$ cat config.mk
export PLATFORM = sky130hd
export DESIGN_NAME = eag_top
export DESIGN_NICKNAME = d
export VERILOG_FILES = /design/src/rtl/eag_pkg.sv /design/src/rtl/eag_top.sv
export VERILOG_INCLUDE_DIRS = /design/src /design/src/rtl
export SDC_FILE = /design/constraint.sdc
export NUM_CORES = 1
export LEC_CHECK = 0
export BUFFER_PORTS_ARGS = -buffer_cell sky130_fd_sc_hd__buf_4
export CAP_MARGIN = 5
export CORE_MARGIN = 8
export CORE_UTILIZATION = 35
export CTS_BUF_LIST = sky130_fd_sc_hd__clkbuf_4
export DETAILED_ROUTE_END_ITERATION = 16
export PLACE_DENSITY = 0.61
export REMOVE_ABC_BUFFERS = 1
export SETUP_SLACK_MARGIN = 0.15
export SYNTH_ARGS = -nofsm -noshare
export SYNTH_HDL_FRONTEND = slang
export SYNTH_SLANG_ARGS = --single-unit
$ cat constraint.sdc
create_clock -name I_CLK -period 7.6 [get_ports I_CLK]
set_input_delay 1.52 -clock I_CLK [delete_from_list [all_inputs] [get_ports I_CLK]]
set_output_delay 1.52 -clock I_CLK [all_outputs]
set_load 0.03 [all_outputs]
$ cat src/rtl/eag_defs.svh
// Purpose: constants of the effective address generator
// Assumes: included by its bare name from the design file
// Notes: definitions only
`ifndef EAG_DEFS_SVH
`define EAG_DEFS_SVH

// reset values
`define EAG_PC_RST 16'h0000
`define EAG_ADDR_RST 16'h0000
`define EAG_BYTE_RST 8'h00

// page zero high byte
`define EAG_ZERO_PAGE 8'h00

// program counter steps
`define EAG_STEP1 16'h0001
`define EAG_STEP2 16'h0002
`define EAG_STEP3 16'h0003

// single bit seed for bit masks
`define EAG_BIT_SEED 8'h01

`endif

$ cat src/rtl/eag_pkg.sv
// Purpose: types of the effective address generator
// Assumes: nothing
// Notes: mode codes are the values driven on I_MODE
package eag_pkg;

	typedef enum logic [3:0] {
		implied_operand     = 4'h0,
		literal_operand     = 4'h1,
		page_zero_absolute  = 4'h2,
		full_absolute       = 4'h3,
		pointer_no_offset   = 4'h4,
		pointer_byte_offset = 4'h5,
		pointer_word_offset = 4'h6,
		pc_offset_branch    = 4'h7,
		bit_set_clear       = 4'h8,
		bit_test_branch     = 4'h9
	} eag_mode_type;

	typedef enum logic [2:0] {
		st_idle   = 3'h0,
		st_fetch1 = 3'h1,
		st_fetch2 = 3'h2,
		st_read   = 3'h3,
		st_write  = 3'h4,
		st_finish = 3'h5
	} eag_state_type;

endpackage

$ cat src/rtl/eag_top.sv
// Purpose: operand_location and next program counter for the ten addressing modes
// Assumes: PC holds the opcode address when I_START is seen; memory answers by I_MEM_ACK
// Notes: one instruction at a time; I_START while busy is ignored
// Notes on behaviour
// - implied mode is one byte, no operand fetch, pc steps by one
// - literal mode operand at pc plus one, pc steps by two
// - page zero mode: address high zero, low is next byte, pc plus two
// - full absolute: high byte from first operand, low from second, three bytes
// - jumps in full absolute mode load any address into pc
// - pointer no offset: high zero, low is table pointer, one byte
// - pointer byte offset: pointer plus byte, carry is high byte, pc plus two
// - pointer word offset: low pointer plus second byte, high first plus carry
// - pc offset branch: pc plus two plus signed offset when condition holds
// - bit set clear: opcode bit, page zero byte modified, pc plus two
// - bit test branch: test page zero bit, branch pc plus three plus offset
// - tested bit copied to carry flag whether or not branch taken
// - pc is a 16 bit register holding next byte to fetch
`timescale 1ns/1ps
`include "eag_defs.svh"

module eag_top (
	// clock and reset
	input wire logic I_CLK,
	input wire logic I_RST_N,
	input wire logic I_CE,
	// decode stage
	input wire logic I_START,
	input wire logic [3:0] I_MODE,
	input wire logic [2:0] I_BIT_SEL,
	input wire logic I_BIT_POL,
	input wire logic I_COND,
	input wire logic I_JUMP,
	input wire logic [7:0] I_INDEX,
	// program counter load
	input wire logic I_PC_LOAD,
	input wire logic [15:0] I_PC_VALUE,
	// memory bus
	output logic O_MEM_REQ,
	output logic O_MEM_WE,
	output logic [15:0] O_MEM_ADDR,
	output logic [7:0] O_MEM_WDATA,
	input wire logic I_MEM_ACK,
	input wire logic [7:0] I_MEM_RDATA,
	// results
	output logic O_BUSY,
	output logic O_DONE,
	output logic O_TAKEN,
	output logic [15:0] O_PC,
	output logic [15:0] O_EA,
	output logic O_CARRY_WE,
	output logic O_CARRY
);

	eag_pkg::eag_state_type state;
	eag_pkg::eag_state_type next_state;
	eag_pkg::eag_mode_type mode;
	eag_pkg::eag_mode_type in_mode;

	logic [15:0] pc, mem_addr, next_addr, calc_ea, calc_pc;
	logic [7:0] mem_wdata, next_wdata, opnd1, opnd2, data_byte, index, bit_mask;
	logic [8:0] sum_byte, sum_word;
	logic [2:0] bit_sel;
	logic mem_we, next_we, bit_pol, cond, jump, calc_taken, test_bit;

	// illegal mode codes fall back to a one byte instruction
	always_comb begin
		unique case (I_MODE)
			4'h1: in_mode = eag_pkg::literal_operand;
			4'h2: in_mode = eag_pkg::page_zero_absolute;
			4'h3: in_mode = eag_pkg::full_absolute;
			4'h4: in_mode = eag_pkg::pointer_no_offset;
			4'h5: in_mode = eag_pkg::pointer_byte_offset;
			4'h6: in_mode = eag_pkg::pointer_word_offset;
			4'h7: in_mode = eag_pkg::pc_offset_branch;
			4'h8: in_mode = eag_pkg::bit_set_clear;
			4'h9: in_mode = eag_pkg::bit_test_branch;
			default: in_mode = eag_pkg::implied_operand;
		endcase
	end

	assign bit_mask = `EAG_BIT_SEED << bit_sel;
	assign test_bit = |(data_byte & bit_mask);

	// sequencing of operand fetches and page zero accesses
	always_comb begin
		next_state = state;
		next_addr = mem_addr;
		next_we = mem_we;
		next_wdata = mem_wdata;
		unique case (state)
			eag_pkg::st_idle: begin
				if (I_START && !I_PC_LOAD) begin
					unique case (in_mode)
						eag_pkg::implied_operand,
						eag_pkg::literal_operand,
						eag_pkg::pointer_no_offset: next_state = eag_pkg::st_finish;
						default: begin
							next_state = eag_pkg::st_fetch1;
							next_addr = pc + `EAG_STEP1;
						end
					endcase
				end
			end
			eag_pkg::st_fetch1: begin
				if (I_MEM_ACK) begin
					unique case (mode)
						eag_pkg::full_absolute,
						eag_pkg::pointer_word_offset,
						eag_pkg::bit_test_branch: begin
							next_state = eag_pkg::st_fetch2;
							next_addr = pc + `EAG_STEP2;
						end
						eag_pkg::bit_set_clear: begin
							next_state = eag_pkg::st_read;
							next_addr = {`EAG_ZERO_PAGE, I_MEM_RDATA};
						end
						default: next_state = eag_pkg::st_finish;
					endcase
				end
			end
			eag_pkg::st_fetch2: begin
				if (I_MEM_ACK) begin
					if (mode == eag_pkg::bit_test_branch) begin
						next_state = eag_pkg::st_read;
						next_addr = {`EAG_ZERO_PAGE, opnd1};
					end else begin
						next_state = eag_pkg::st_finish;
					end
				end
			end
			eag_pkg::st_read: begin
				if (I_MEM_ACK) begin
					if (mode == eag_pkg::bit_set_clear) begin
						next_state = eag_pkg::st_write;
						next_we = 1'b1;
						next_wdata = bit_pol ? (I_MEM_RDATA | bit_mask) : (I_MEM_RDATA & ~bit_mask);
					end else begin
						next_state = eag_pkg::st_finish;
					end
				end
			end
			eag_pkg::st_write: begin
				if (I_MEM_ACK) begin
					next_state = eag_pkg::st_finish;
					next_we = 1'b0;
				end
			end
			eag_pkg::st_finish: next_state = eag_pkg::st_idle;
			default: next_state = eag_pkg::st_idle;
		endcase
	end

	// carries kept only where the mode uses them
	assign sum_byte = {1'b0, index} + {1'b0, opnd1};
	assign sum_word = {1'b0, index} + {1'b0, opnd2};

	// address and next pc per mode
	always_comb begin
		calc_ea = `EAG_ADDR_RST;
		calc_pc = pc + `EAG_STEP1;
		calc_taken = 1'b0;
		unique case (mode)
			eag_pkg::implied_operand: calc_pc = pc + `EAG_STEP1;
			eag_pkg::literal_operand: begin
				calc_ea = pc + `EAG_STEP1;
				calc_pc = pc + `EAG_STEP2;
			end
			eag_pkg::page_zero_absolute: begin
				calc_ea = {`EAG_ZERO_PAGE, opnd1};
				calc_pc = pc + `EAG_STEP2;
			end
			eag_pkg::full_absolute: begin
				calc_ea = {opnd1, opnd2};
				calc_pc = pc + `EAG_STEP3;
			end
			eag_pkg::pointer_no_offset: begin
				calc_ea = {`EAG_ZERO_PAGE, index};
				calc_pc = pc + `EAG_STEP1;
			end
			eag_pkg::pointer_byte_offset: begin
				calc_ea = {7'h00, sum_byte};
				calc_pc = pc + `EAG_STEP2;
			end
			eag_pkg::pointer_word_offset: begin
				calc_ea = {opnd1 + {7'h00, sum_word[8]}, sum_word[7:0]};
				calc_pc = pc + `EAG_STEP3;
			end
			eag_pkg::pc_offset_branch: begin
				calc_ea = pc + `EAG_STEP2 + {{8{opnd1[7]}}, opnd1};
				calc_taken = cond;
				calc_pc = cond ? calc_ea : pc + `EAG_STEP2;
			end
			eag_pkg::bit_set_clear: begin
				calc_ea = {`EAG_ZERO_PAGE, opnd1};
				calc_pc = pc + `EAG_STEP2;
			end
			eag_pkg::bit_test_branch: begin
				calc_ea = pc + `EAG_STEP3 + {{8{opnd2[7]}}, opnd2};
				calc_taken = (test_bit == bit_pol);
				calc_pc = calc_taken ? calc_ea : pc + `EAG_STEP3;
			end
			default: calc_pc = pc + `EAG_STEP1;
		endcase
		// jump loads the address into pc
		if (jump && (mode == eag_pkg::full_absolute || mode == eag_pkg::page_zero_absolute ||
			mode == eag_pkg::pointer_no_offset || mode == eag_pkg::pointer_byte_offset ||
			mode == eag_pkg::pointer_word_offset)) begin
			calc_pc = calc_ea;
			calc_taken = 1'b1;
		end
	end

	always_ff @(posedge I_CLK or negedge I_RST_N) begin
		if (!I_RST_N) begin
			state <= eag_pkg::st_idle;
		end else if (I_CE) begin
			state <= next_state;
		end
	end

	// memory request registers
	always_ff @(posedge I_CLK or negedge I_RST_N) begin
		if (!I_RST_N) begin
			mem_addr <= `EAG_ADDR_RST;
			mem_we <= 1'b0;
			mem_wdata <= `EAG_BYTE_RST;
		end else if (I_CE) begin
			mem_addr <= next_addr;
			mem_we <= next_we;
			mem_wdata <= next_wdata;
		end
	end

	// decoder fields held so decode may move on
	always_ff @(posedge I_CLK or negedge I_RST_N) begin
		if (!I_RST_N) begin
			mode <= eag_pkg::implied_operand;
			bit_sel <= 3'h0;
			bit_pol <= 1'b0;
			cond <= 1'b0;
			jump <= 1'b0;
			index <= `EAG_BYTE_RST;
		end else if (I_CE && state == eag_pkg::st_idle && I_START && !I_PC_LOAD) begin
			mode <= in_mode;
			bit_sel <= I_BIT_SEL;
			bit_pol <= I_BIT_POL;
			cond <= I_COND;
			jump <= I_JUMP;
			index <= I_INDEX;
		end
	end

	// fetched bytes
	always_ff @(posedge I_CLK or negedge I_RST_N) begin
		if (!I_RST_N) begin
			opnd1 <= `EAG_BYTE_RST;
			opnd2 <= `EAG_BYTE_RST;
			data_byte <= `EAG_BYTE_RST;
		end else if (I_CE && I_MEM_ACK) begin
			if (state == eag_pkg::st_fetch1) begin
				opnd1 <= I_MEM_RDATA;
			end
			if (state == eag_pkg::st_fetch2) begin
				opnd2 <= I_MEM_RDATA;
			end
			if (state == eag_pkg::st_read) begin
				data_byte <= I_MEM_RDATA;
			end
		end
	end

	// pc is the single 16 bit fetch pointer
	always_ff @(posedge I_CLK or negedge I_RST_N) begin
		if (!I_RST_N) begin
			pc <= `EAG_PC_RST;
		end else if (I_CE) begin
			if (state == eag_pkg::st_finish) begin
				pc <= calc_pc;
			end else if (state == eag_pkg::st_idle && I_PC_LOAD) begin
				pc <= I_PC_VALUE;
			end
		end
	end

	// results stand from the done pulse until the next one
	always_ff @(posedge I_CLK or negedge I_RST_N) begin
		if (!I_RST_N) begin
			O_EA <= `EAG_ADDR_RST;
			O_TAKEN <= 1'b0;
			O_DONE <= 1'b0;
		end else if (I_CE) begin
			O_DONE <= (state == eag_pkg::st_finish);
			if (state == eag_pkg::st_finish) begin
				O_EA <= calc_ea;
				O_TAKEN <= calc_taken;
			end
		end
	end

	// tested bit to carry, taken or not
	always_ff @(posedge I_CLK or negedge I_RST_N) begin
		if (!I_RST_N) begin
			O_CARRY <= 1'b0;
			O_CARRY_WE <= 1'b0;
		end else if (I_CE) begin
			O_CARRY_WE <= (state == eag_pkg::st_finish) && (mode == eag_pkg::bit_test_branch);
			if (state == eag_pkg::st_finish && mode == eag_pkg::bit_test_branch) begin
				O_CARRY <= test_bit;
			end
		end
	end

	assign O_PC = pc;
	assign O_MEM_ADDR = mem_addr;
	assign O_MEM_WE = mem_we;
	assign O_MEM_WDATA = mem_wdata;
	// request is a handshake term of the state only
	assign O_MEM_REQ = (state == eag_pkg::st_fetch1) || (state == eag_pkg::st_fetch2) ||
		(state == eag_pkg::st_read) || (state == eag_pkg::st_write);
	assign O_BUSY = (state != eag_pkg::st_idle);

endmodule

## After elaboration in Yosys (flattened, before gate mapping)

Memory sizes are Yosys's and may differ from the RTL's.
Index checks and enable logic that the tools add are counted.

- Bitwise gates (word level): 4
- Reduce and logical (&&, ||, !) cells: 38
- Shift operators: 1
- Equality and inequality tests: 26
- Muxes and demuxes: 31
- Add/subtract/negate cells: 8

Operators by type and width:

| operator | count |
|---|---|
| 16-bit 2-to-1 mux | 10 |
| 16-bit case mux with 8 select lines | 1 |
| 16-bit case mux with 4 select lines | 1 |
| 16-bit case mux with 3 select lines | 1 |
| 16-bit adder | 2 |
| 16-bit by 2-bit adder with 16-bit output, second input constant | 2 |
| 16-bit case mux with 2 select lines | 1 |
| 3-bit 2-to-1 mux | 7 |
| 4-bit by 3-bit equality test with 1-bit output, second input constant | 5 |
| 8-bit by 8-bit adder with 9-bit output | 2 |
| 16-bit by 1-bit adder with 16-bit output, second input constant | 1 |
| 8-bit AND | 2 |
| 3-bit case mux with 5 select lines | 1 |
| 2-bit != test, second input constant | 7 |
| 2-bit AND reduction | 6 |
| 8-bit by 1-bit adder with 8-bit output | 1 |
| 4-bit by 1-bit equality test with 1-bit output, second input constant | 2 |
| 4-bit by 2-bit equality test with 1-bit output, second input constant | 2 |
| 4-bit equality test, second input constant | 2 |
| 1-bit logical AND | 8 |
| 8-bit 2-to-1 mux | 1 |
| 8-bit NOT | 1 |
| 8-bit OR | 1 |
| 8-bit AND reduction | 1 |
| 23 further kinds | 40 |

- Input port bits: 48
- Bits in registers: 106
- Bits in read-only memories: 64
- Memories kept: 1
- Logic and storage cells: 128
- Output and inout port bits: 63

Memory list:

| memory | words | width | read ports | clocked after Yosys merged registers in | write ports | RTL line | source |
|---|---|---|---|---|---|---|---|
| (no name shown) | 16 | 4 | 1 | 0 | 0 | eag_top.sv:67 | `unique case (I_MODE)` |

## Depth between registers and ports, before layout

Gate-level depths: netlist of the first run.

- Depth after elaboration: 8
- Depth in mapped cells: 18
- Gate-level depth less buffers: 18

## Worst setup path after synthesis of the first run

No wires, ideal clock.

- Path type: register to register
- From: register pc[2], in the netlist O_PC[2]
- To: register pc[13], in the netlist O_PC[13]
- Clock period less this slack: 3530 ps
- Cell stages (with the launch flop): 17
- Setup time: 130 ps
- Arrival time: 3401 ps
- Required time: 7470 ps
- Setup slack: 4070 ps
- Path through: dfrtp_1 -> clkbuf_1 -> and4_1 -> clkbuf_1 -> nor2b_1 -> nand2_1 -> xnor2_1 -> ha_1 -> clkbuf_1 -> a21oi_1 -> o21ai_0 -> mux2i_1 -> a21oi_1 -> o21ai_0 -> a21o_1 -> a221oi_1 -> a21oi_1

- Cells in the longest elaborated chain, start to end: 6
- Elaborated cells between the ends (all ways): 11

Ends and longest elaborated chain:

| element | RTL line | source |
|---|---|---|
| start, declared | eag_top.sv:59 | `logic [15:0] pc, mem_addr, next_addr, calc_ea, calc_pc;` |
| start signal, assigned | eag_top.sv:275 | `` pc <= `EAG_PC_RST; `` |
| start signal, assigned | eag_top.sv:278 | `pc <= calc_pc;` |
| 16-bit by 2-bit adder with 16-bit output (no source line) | -- |  |
| 16-bit adder (on tied branches) | eag_top.sv:198, eag_top.sv:189 |  |
| 16-bit 2-to-1 mux (no source line) | -- |  |
| 16-bit case mux with 4 select lines | eag_top.sv:162 | `unique case (mode)` |
| 16-bit 2-to-1 mux * | eag_top.sv:205 | `if (jump && (mode == eag_pkg::full_absolute \|\| mode == eag_pkg::page_zero_absolute \|\|` |
| 16-bit 2-to-1 mux * | eag_top.sv:277 | `if (state == eag_pkg::st_finish) begin` |

Mark *: on every way between the ends. The rest lies on a longest branch, timed or not.
A chain may end at the register's enable or synchronous reset.

## Worst setup path after layout of the first run

- From: register pc[0], in the netlist O_PC[0]
- To: register pc[9], in the netlist O_PC[9]

The elaborated chain is that of the path after synthesis.

==> impl_metrics.csv, run 1 <==
group,metric,value,unit
global_route,grt_use_met1,27.9,%
clocking,clkSlewWorstSetupHoldPaths,0.21,ns
global_route,antenna_found_initial,1,
power,leakage,0.00457,µW
global_route,grt_pass1_vias,9379,
power,p_switching,3430,µW
critical_path,cp.arrival,4.69,ns
routing,route.detailed.drc,0,
logic_synthesis,seq_area_frac_synth,28.0,%
logic_synthesis,synth_top_area_share,28.0,%
clocking,postCtsSetupBuffers,0,
clocking,cts_buffer_depth,2,
critical_path,crit_required,8.01,ns
run_status,run_status,"finished clean",
power,power.total,5900,µW
placed_design,io_buffers,110,
clocking,cts_root_buffer,"clkbuf_4",
sta,rsz0062_at_grt,"false",
global_route,grt_first_pass_wirelength,56400,µm
sta,max-slew-margin-rel,12.4,%
logic_synthesis,synth_compound_area_share,27.7,%
floorplanning,die_y,180,µm
logic_synthesis,synth.most_common_cell,"nand2_1",
placed_design,dp_hpwl,28300,µm
power,powerDensity,554,mW/mm²
cells_and_area,area_growth,12.7,%
global_route,grt_max_degree,69,
routing,first_iter_violations,785,
sta,slew_viol_final,0,
clocking,htreeDepth,3,
logic_synthesis,synth_cell_type_count,84,
sta,min_period,4.27,ns
clocking,cts.sinks,106,
critical_path,cp-start-kind,"register",
sta,fin_setup_tns,0,ns
placed_design,place.gp.congestion,0.975,
hold_path,hp-class,"reg -> reg",
logic_synthesis,synth_area,0.00946,mm²
routing,routed_via_density,6.05,
global_route,grt_use_total,22.2,%
critical_path,worstSetupPathType,"reg -> reg",
logic_synthesis,ys_top_cells_by_count,"nand2_1 (120), dfrtp_1 (106), o21ai_0 (90), a21oi_1 (89), nor2_1 (81)",
clocking,cts_tree,"built",
routing,avgRoutedWirePerCell,23.9,µm
logic_synthesis,yosysTopAreaCell,"dfrtp_1",
sta,fin_crit_sh,56.2,%
routing,dr.pass1.iters,7,
flow_run,cap_violations,0,
logic_synthesis,async_flop_share,100,%
floorplanning,ioPinCount,111,
clocking,cts_buffers,9,
sta,hold_viol,0,
global_route,met2_usage,36.5,%
cells_and_area,drive_gt1_share,17.2,%
floorplanning,die_area,0.0325,mm²
sta,setup_violations,0,
logic_synthesis,synth-simple-area-share,17.8,%
logic_synthesis,syn_avg_cell_area,8.28,µm²
logic_synthesis,synth_xor_area_share,7.31,%
floorplanning,row_count,60,
sta,worst_pin_slew,1.30,ns
cells_and_area,fin_nets,1309,
critical_path,rrSetupSlack,3.33,ns
global_route,grt-busiest-layer,"met2",
logic_synthesis,synth_fa_ha_area_share,7.99,%
floorplanning,initial_core_util,35.4,%
critical_path,crit_fanout,15,
routing,vias,9373,
floorplanning,die_w,180,µm
clocking,insertion_delay,0.54,ns
logic_synthesis,synthCells,1143,
global_route,grt.overflow.total,0,
logic_synthesis,synth_mux_area_share,6.47,%
routing,ant_nets,0,
power,comb_power_share,72.8,%
logic_synthesis,ys.flop_type,"dfrtp_1",
power,p_int,2480,µW
logic_synthesis,ys_ff_latch,106,
logic_synthesis,ys_top_cells_by_area,"dfrtp_1 (28%), ha_1 (7.1%), xnor2_1 (4.9%)",
clocking,post_cts_resized,0,
logic_synthesis,synth_warnings,0,
power,seq_power_share,21.6,%
sta,clock.fmax,234,MHz
logic_synthesis,synth_top_family_by_area,"compound AO/OA/AOI/OAI gates",
clocking,cts-hold-fix-buffers,0,
sta,finClkSkew,0.0331,ns
routing,wl,37100,µm
power,p_sw_share,58.1,%
global_route,grtUsageMet3,4.11,%
power,irDropWorstVdd,0.167,mV
floorplanning,core,0.0267,mm²
cells_and_area,fillers,2768,
logic_synthesis,synth-edff-count,0,
power,clockPowerShare,5.6,%
critical_path,endpoint_kind,"register",
per-stage QoR:
| step | instance area [µm²] | utilization, % | hold slack, ns | setup slack (ns) | instances |
|---|---|---|---|---|---|
| finish | 10700 | 39.9 | 0.503 | 3.33 | 1550 |
| global route | 10700 | 39.9 | 0.530 | 3.05 | 1550 |
| CTS | 10700 | 39.9 | 0.517 | 3.40 | 1549 |
| detailed placement | 10500 | 39.3 | 0.474 | 3.48 | 1533 |
| global placement | 10500 | 39.3 | 0.467 | 3.58 | 1533 |
| floorplan | 9140 | - | 0.481 | 4.15 | 1070 |
registers in the layout, indices dropped and copies added, names as in the netlist, 4 cells and up:
name / cells
index: 8
data_byte: 8
mode: 4
O_MEM_WDATA: 8
O_PC: 16
opnd1: 8
opnd2: 8
O_EA: 16
O_MEM_ADDR: 16
path summary, 6_finish.rpt:
kind                       startpoint              to  cells past startpoint
max                           O_PC[0]         O_PC[9]                     12
min                          O_EA[11]        O_EA[11]                      2
max reg2reg                   O_PC[0]         O_PC[9]                     12
min reg2reg                  O_EA[11]        O_EA[11]                      2
max in group asynchronous     I_RST_N        opnd2[1]                      2
min in group asynchronous     I_RST_N  O_MEM_ADDR[11]                      1
routing by layer:
layer,part of all wire (%),up-vias
li1,-,4351
met3,7.0,102
met2,46,384
met5,0,-
met1,42,4536
met4,4.7,0
cell type report:
cell class                 instances  area [µm²]  area share (%)
multi-input combinational        931        6380            59.8
sequential                       106        2650            24.9
timing repair buffer             122         916            8.59
tap                              341         427            4.00
inverter                          33         124            1.16
clock inverter                     7        93.8           0.880
clock buffer                       9        67.6           0.634
antenna                            1        2.50          0.0235
kinds of logic (layout without fill, tap and decap cells):
family / count (synthesis) / count (layout)
flops: 106 / 106
xor+xnor: 79 / 79
simple gates: 343 / 343
fa+ha+maj: 58 / 58
mux: 56 / 56
buf+inv: 106 / 171
other cells: 0 / 1
compound gates: 395 / 395
critical path, stage by stage, from the launching register on:
cell and delay [ns]:
dfrtp_1 0.77, inv_1 0.19, ha_1 0.45, inv_1 0.10
ha_1 0.28, a21oi_1 0.32, o211ai_1 0.20, o41ai_1 0.81
nand2_1 0.20, xor2_1 0.20, a21o_1 0.21, a221oi_1 0.29
o22ai_1 0.11
power groups by stage:
stage	Clock, µW	Sequential, µW	Combinational [µW]
2_1_floorplan	0	1330	2670
3_3_place_gp	0	1270	4210
3_5_place_dp	0	1270	4220
4_1_cts	343	1260	4240
5_1_grt	358	1310	4660
6_report	331	1270	4300
cell usage in the layout (no fill, tap or decap), drive strengths merged, types with 18 or more instances in the layout:
master,netlist,final
xnor2,53,53
ha,54,54
o21ai,107,107
nand3,32,32
dfrtp,106,106
mux2,41,41
xor2,26,26
a21oi,89,89
buf,30,122
nor3,19,19
nor2,82,82
inv,33,34
nand2,121,121
a31oi,18,18
a221oi,18,18
Power figures use the tool's default switching activity.
==> inputs of run 2 (changes only) <==
- ABC_AREA: default -> 1
- clock period: 7.6 -> 4 ns (I/O delays scaled with it)
==> impl_metrics.csv, run 2 <==
group,metric,value,unit
placed_design,dp_hpwl,35500,µm
critical_path,endpoint_kind,"register",
logic_synthesis,synth_top_area_share,26.2,%
routing,dr.pass1.iters,6,
cells_and_area,drive_gt1_share,14.2,%
logic_synthesis,yosysTopAreaCell,"dfrtp_1",
routing,wl,43500,µm
sta,fin_setup_tns,0,ns
logic_synthesis,synth-edff-count,0,
routing,route.detailed.drc,0,
critical_path,cpMaxStageDelayCell,"dfrtp_2",
sta,clock.fmax,283,MHz
routing,ant_nets,0,
global_route,grt_pass1_vias,11140,
run_status,run_status,"finished clean",
logic_synthesis,synth_area,0.0101,mm²
cells_and_area,area_growth,14.3,%
placed_design,io_buffers,110,
clocking,cts_buffer_depth,2,
floorplanning,die_w,186,µm
sta,worst_pin_slew,0.946,ns
global_route,grt_max_degree,56,
cells_and_area,fillers,3203,
floorplanning,core,0.0285,mm²
routing,avgRoutedWirePerCell,20.9,µm
logic_synthesis,synth.most_common_cell,"nand2_1",
floorplanning,die_y,186,µm
logic_synthesis,synthCells,1584,
clocking,insertion_delay,0.58,ns
global_route,grt.overflow.total,0,
placed_design,place.gp.congestion,0.973,
clocking,cts_tree,"built",
critical_path,cp.arrival,3.96,ns
critical_path,cp.buffers_inverters,2,
critical_path,worstPathCellList,"inv_1 > ha_1 > nor2_2 > nand2_1 > xor2_2 > inv_1 > ha_1 > nand2_1 > nor2_1 > nand2_1 > nand2_1 > xnor2_1 > o21ai_0 > nor2_1 > nand3_1 > nand2_1 > a21oi_1",
cells_and_area,fin_nets,1798,
sta,setup_violations,0,
cells_and_area,layout_common_cells,"nand2_1 (494), inv_1 (187), nand3_1 (134), buf_4 (130), nor2_1 (127)",
logic_synthesis,async_flop_share,100,%
critical_path,worstSetupPathType,"reg -> reg",
logic_synthesis,ys.flop_type,"dfrtp_1",
logic_synthesis,ys_top_cells_by_area,"dfrtp_1 (26%), nand2_1 (18%), inv_1 (6.9%)",
clocking,cts.sinks,106,
clocking,clkSlewWorstSetupHoldPaths,0.26,ns
logic_synthesis,ys_top_cells_by_count,"nand2_1 (494), inv_1 (187), nand3_1 (134), nor2_1 (128), o21ai_0 (113)",
critical_path,max_stage_delay,0.49,ns
sta,hold_viol,0,
sta,rsz0062_at_grt,"false",
critical_path,cp-start-kind,"register",
global_route,antenna_found_initial,1,
routing,first_iter_violations,1035,
global_route,grt_use_total,25.5,%
critical_path,crit_required,4.43,ns
flow_run,cap_violations,0,
logic_synthesis,seq_area_frac_synth,26.2,%
clocking,cts_buffers,9,
critical_path,timing.critical_path.mode_cell,"nand2_1",
global_route,grt_first_pass_wirelength,66300,µm
logic_synthesis,syn_avg_cell_area,6.38,µm²
sta,slew_viol_final,0,
logic_synthesis,synth_cell_type_count,56,
clocking,cts_root_buffer,"clkbuf_4",
cells_and_area,layout_commonest_cell,"nand2_1",
hold_path,hp-class,"in -> async",
sta,min_period,3.53,ns
floorplanning,initial_core_util,35.4,%
sta,fin_crit_sh,88.3,%
critical_path,critPathTopFamily,"simple AND/OR/NAND/NOR gates",
sta,finClkSkew,0.0655,ns
sta,max-slew-margin-rel,36.7,%
floorplanning,ioPinCount,111,
clocking,htreeDepth,3,
logic_synthesis,ys_ff_latch,106,
critical_path,rrSetupSlack,0.47,ns
routing,vias,11275,
critical_path,crit_fanout,7,
floorplanning,die_area,0.0346,mm²
floorplanning,row_count,62,
logic_synthesis,synth_warnings,0,
routing,routed_via_density,5.42,
-- run 2: path summary, 6_finish.rpt --
| check | startpoint | end | cells past startpoint |
|---|---|---|---|
| worst min-delay path | I_RST_N | O_PC[13] | 1 |
| worst max-delay path | O_PC[1] | O_PC[7] | 17 |
| min in group I_CLK | I_INDEX[7] | index[7] | 3 |
| max in group asynchronous | I_RST_N | opnd1[7] | 2 |
| worst min register to register | O_MEM_ADDR[13] | O_MEM_ADDR[13] | 2 |
| worst max register to register | O_PC[1] | O_PC[7] | 17 |
-- run 2: cell type report --
cell class | instances | area, µm² | area share, %
Antenna cell | 1 | 2.50 | 0.0217
Clock buffer | 10 | 75.1 | 0.650
Clock inverter | 6 | 56.3 | 0.487
Inverter | 213 | 802 | 6.94
Multi-Input combinational cell | 1231 | 6490 | 56.1
Sequential cell | 106 | 2660 | 23.0
Tap cell | 384 | 480 | 4.16
Timing Repair Buffer | 131 | 996 | 8.62
-- run 2: cells by family after synthesis --
| logic type | synth area share [%] |
|---|---|
| adders and majority gates | 7.48 |
| AOI/OAI and AO/OA | 14.8 |
| buffers and inverters | 9.73 |
| xor gates and xnor gates | 3.01 |
| muxes | 0.557 |
| and+or+nand+nor | 38.2 |
| DFF | 26.2 |
-- run 2: worst register-to-register path, delay by kind of cell (launching register included) --
| family | cells | cell delay (ns) |
|---|---|---|
| buf+inv | 2 | 0.28 |
| compound gates | 2 | 0.16 |
| xor+xnor | 2 | 0.41 |
| flops | 1 | 0.49 |
| fa+ha+maj | 2 | 0.64 |
| simple gates | 9 | 1.45 |
-- run 2: through the flow --
stage / cells / setup WS (ns) / hold WS [ns] / area (µm²) / util [%]
2_1_floorplan: 1550 / 0.959 / 0.453 / 9930 / -
3_3_place_gp: 2063 / 0.306 / 0.460 / 11400 / 39.9
3_5_place_dp: 2063 / 0.281 / 0.460 / 11400 / 39.9
6_report: 2082 / 0.470 / 0.224 / 11600 / 40.5
5_1_grt: 2082 / 0.164 / 0.308 / 11600 / 40.5
4_1_cts: 2079 / 0.221 / 0.278 / 11500 / 40.4
-- run 2: repair_timing --
item                                   CTS  global route
setup endpoints to repair                0            10
resized for setup                        0             4
buffers inserted                         0             2
endpoints found under the hold margin    0             0
hold buffers                             0             0
-- run 2: per-layer routing --
| metal | up-vias | track usage [%] | part of all wire [%] |
|---|---|---|---|
| met1 | 5340 | 32.4 | 43 |
| li1 | 5397 | - | - |
| met3 | 102 | 2.95 | 5.4 |
| met5 | - | 0 | 0.030 |
| met4 | 2 | 11.1 | 4.6 |
| met2 | 434 | 43.0 | 47 |
Power of run 2 is left out: the tool's default activity adds up to more than one toggle a clock period on the data nets, which glitch-free logic cannot reach.
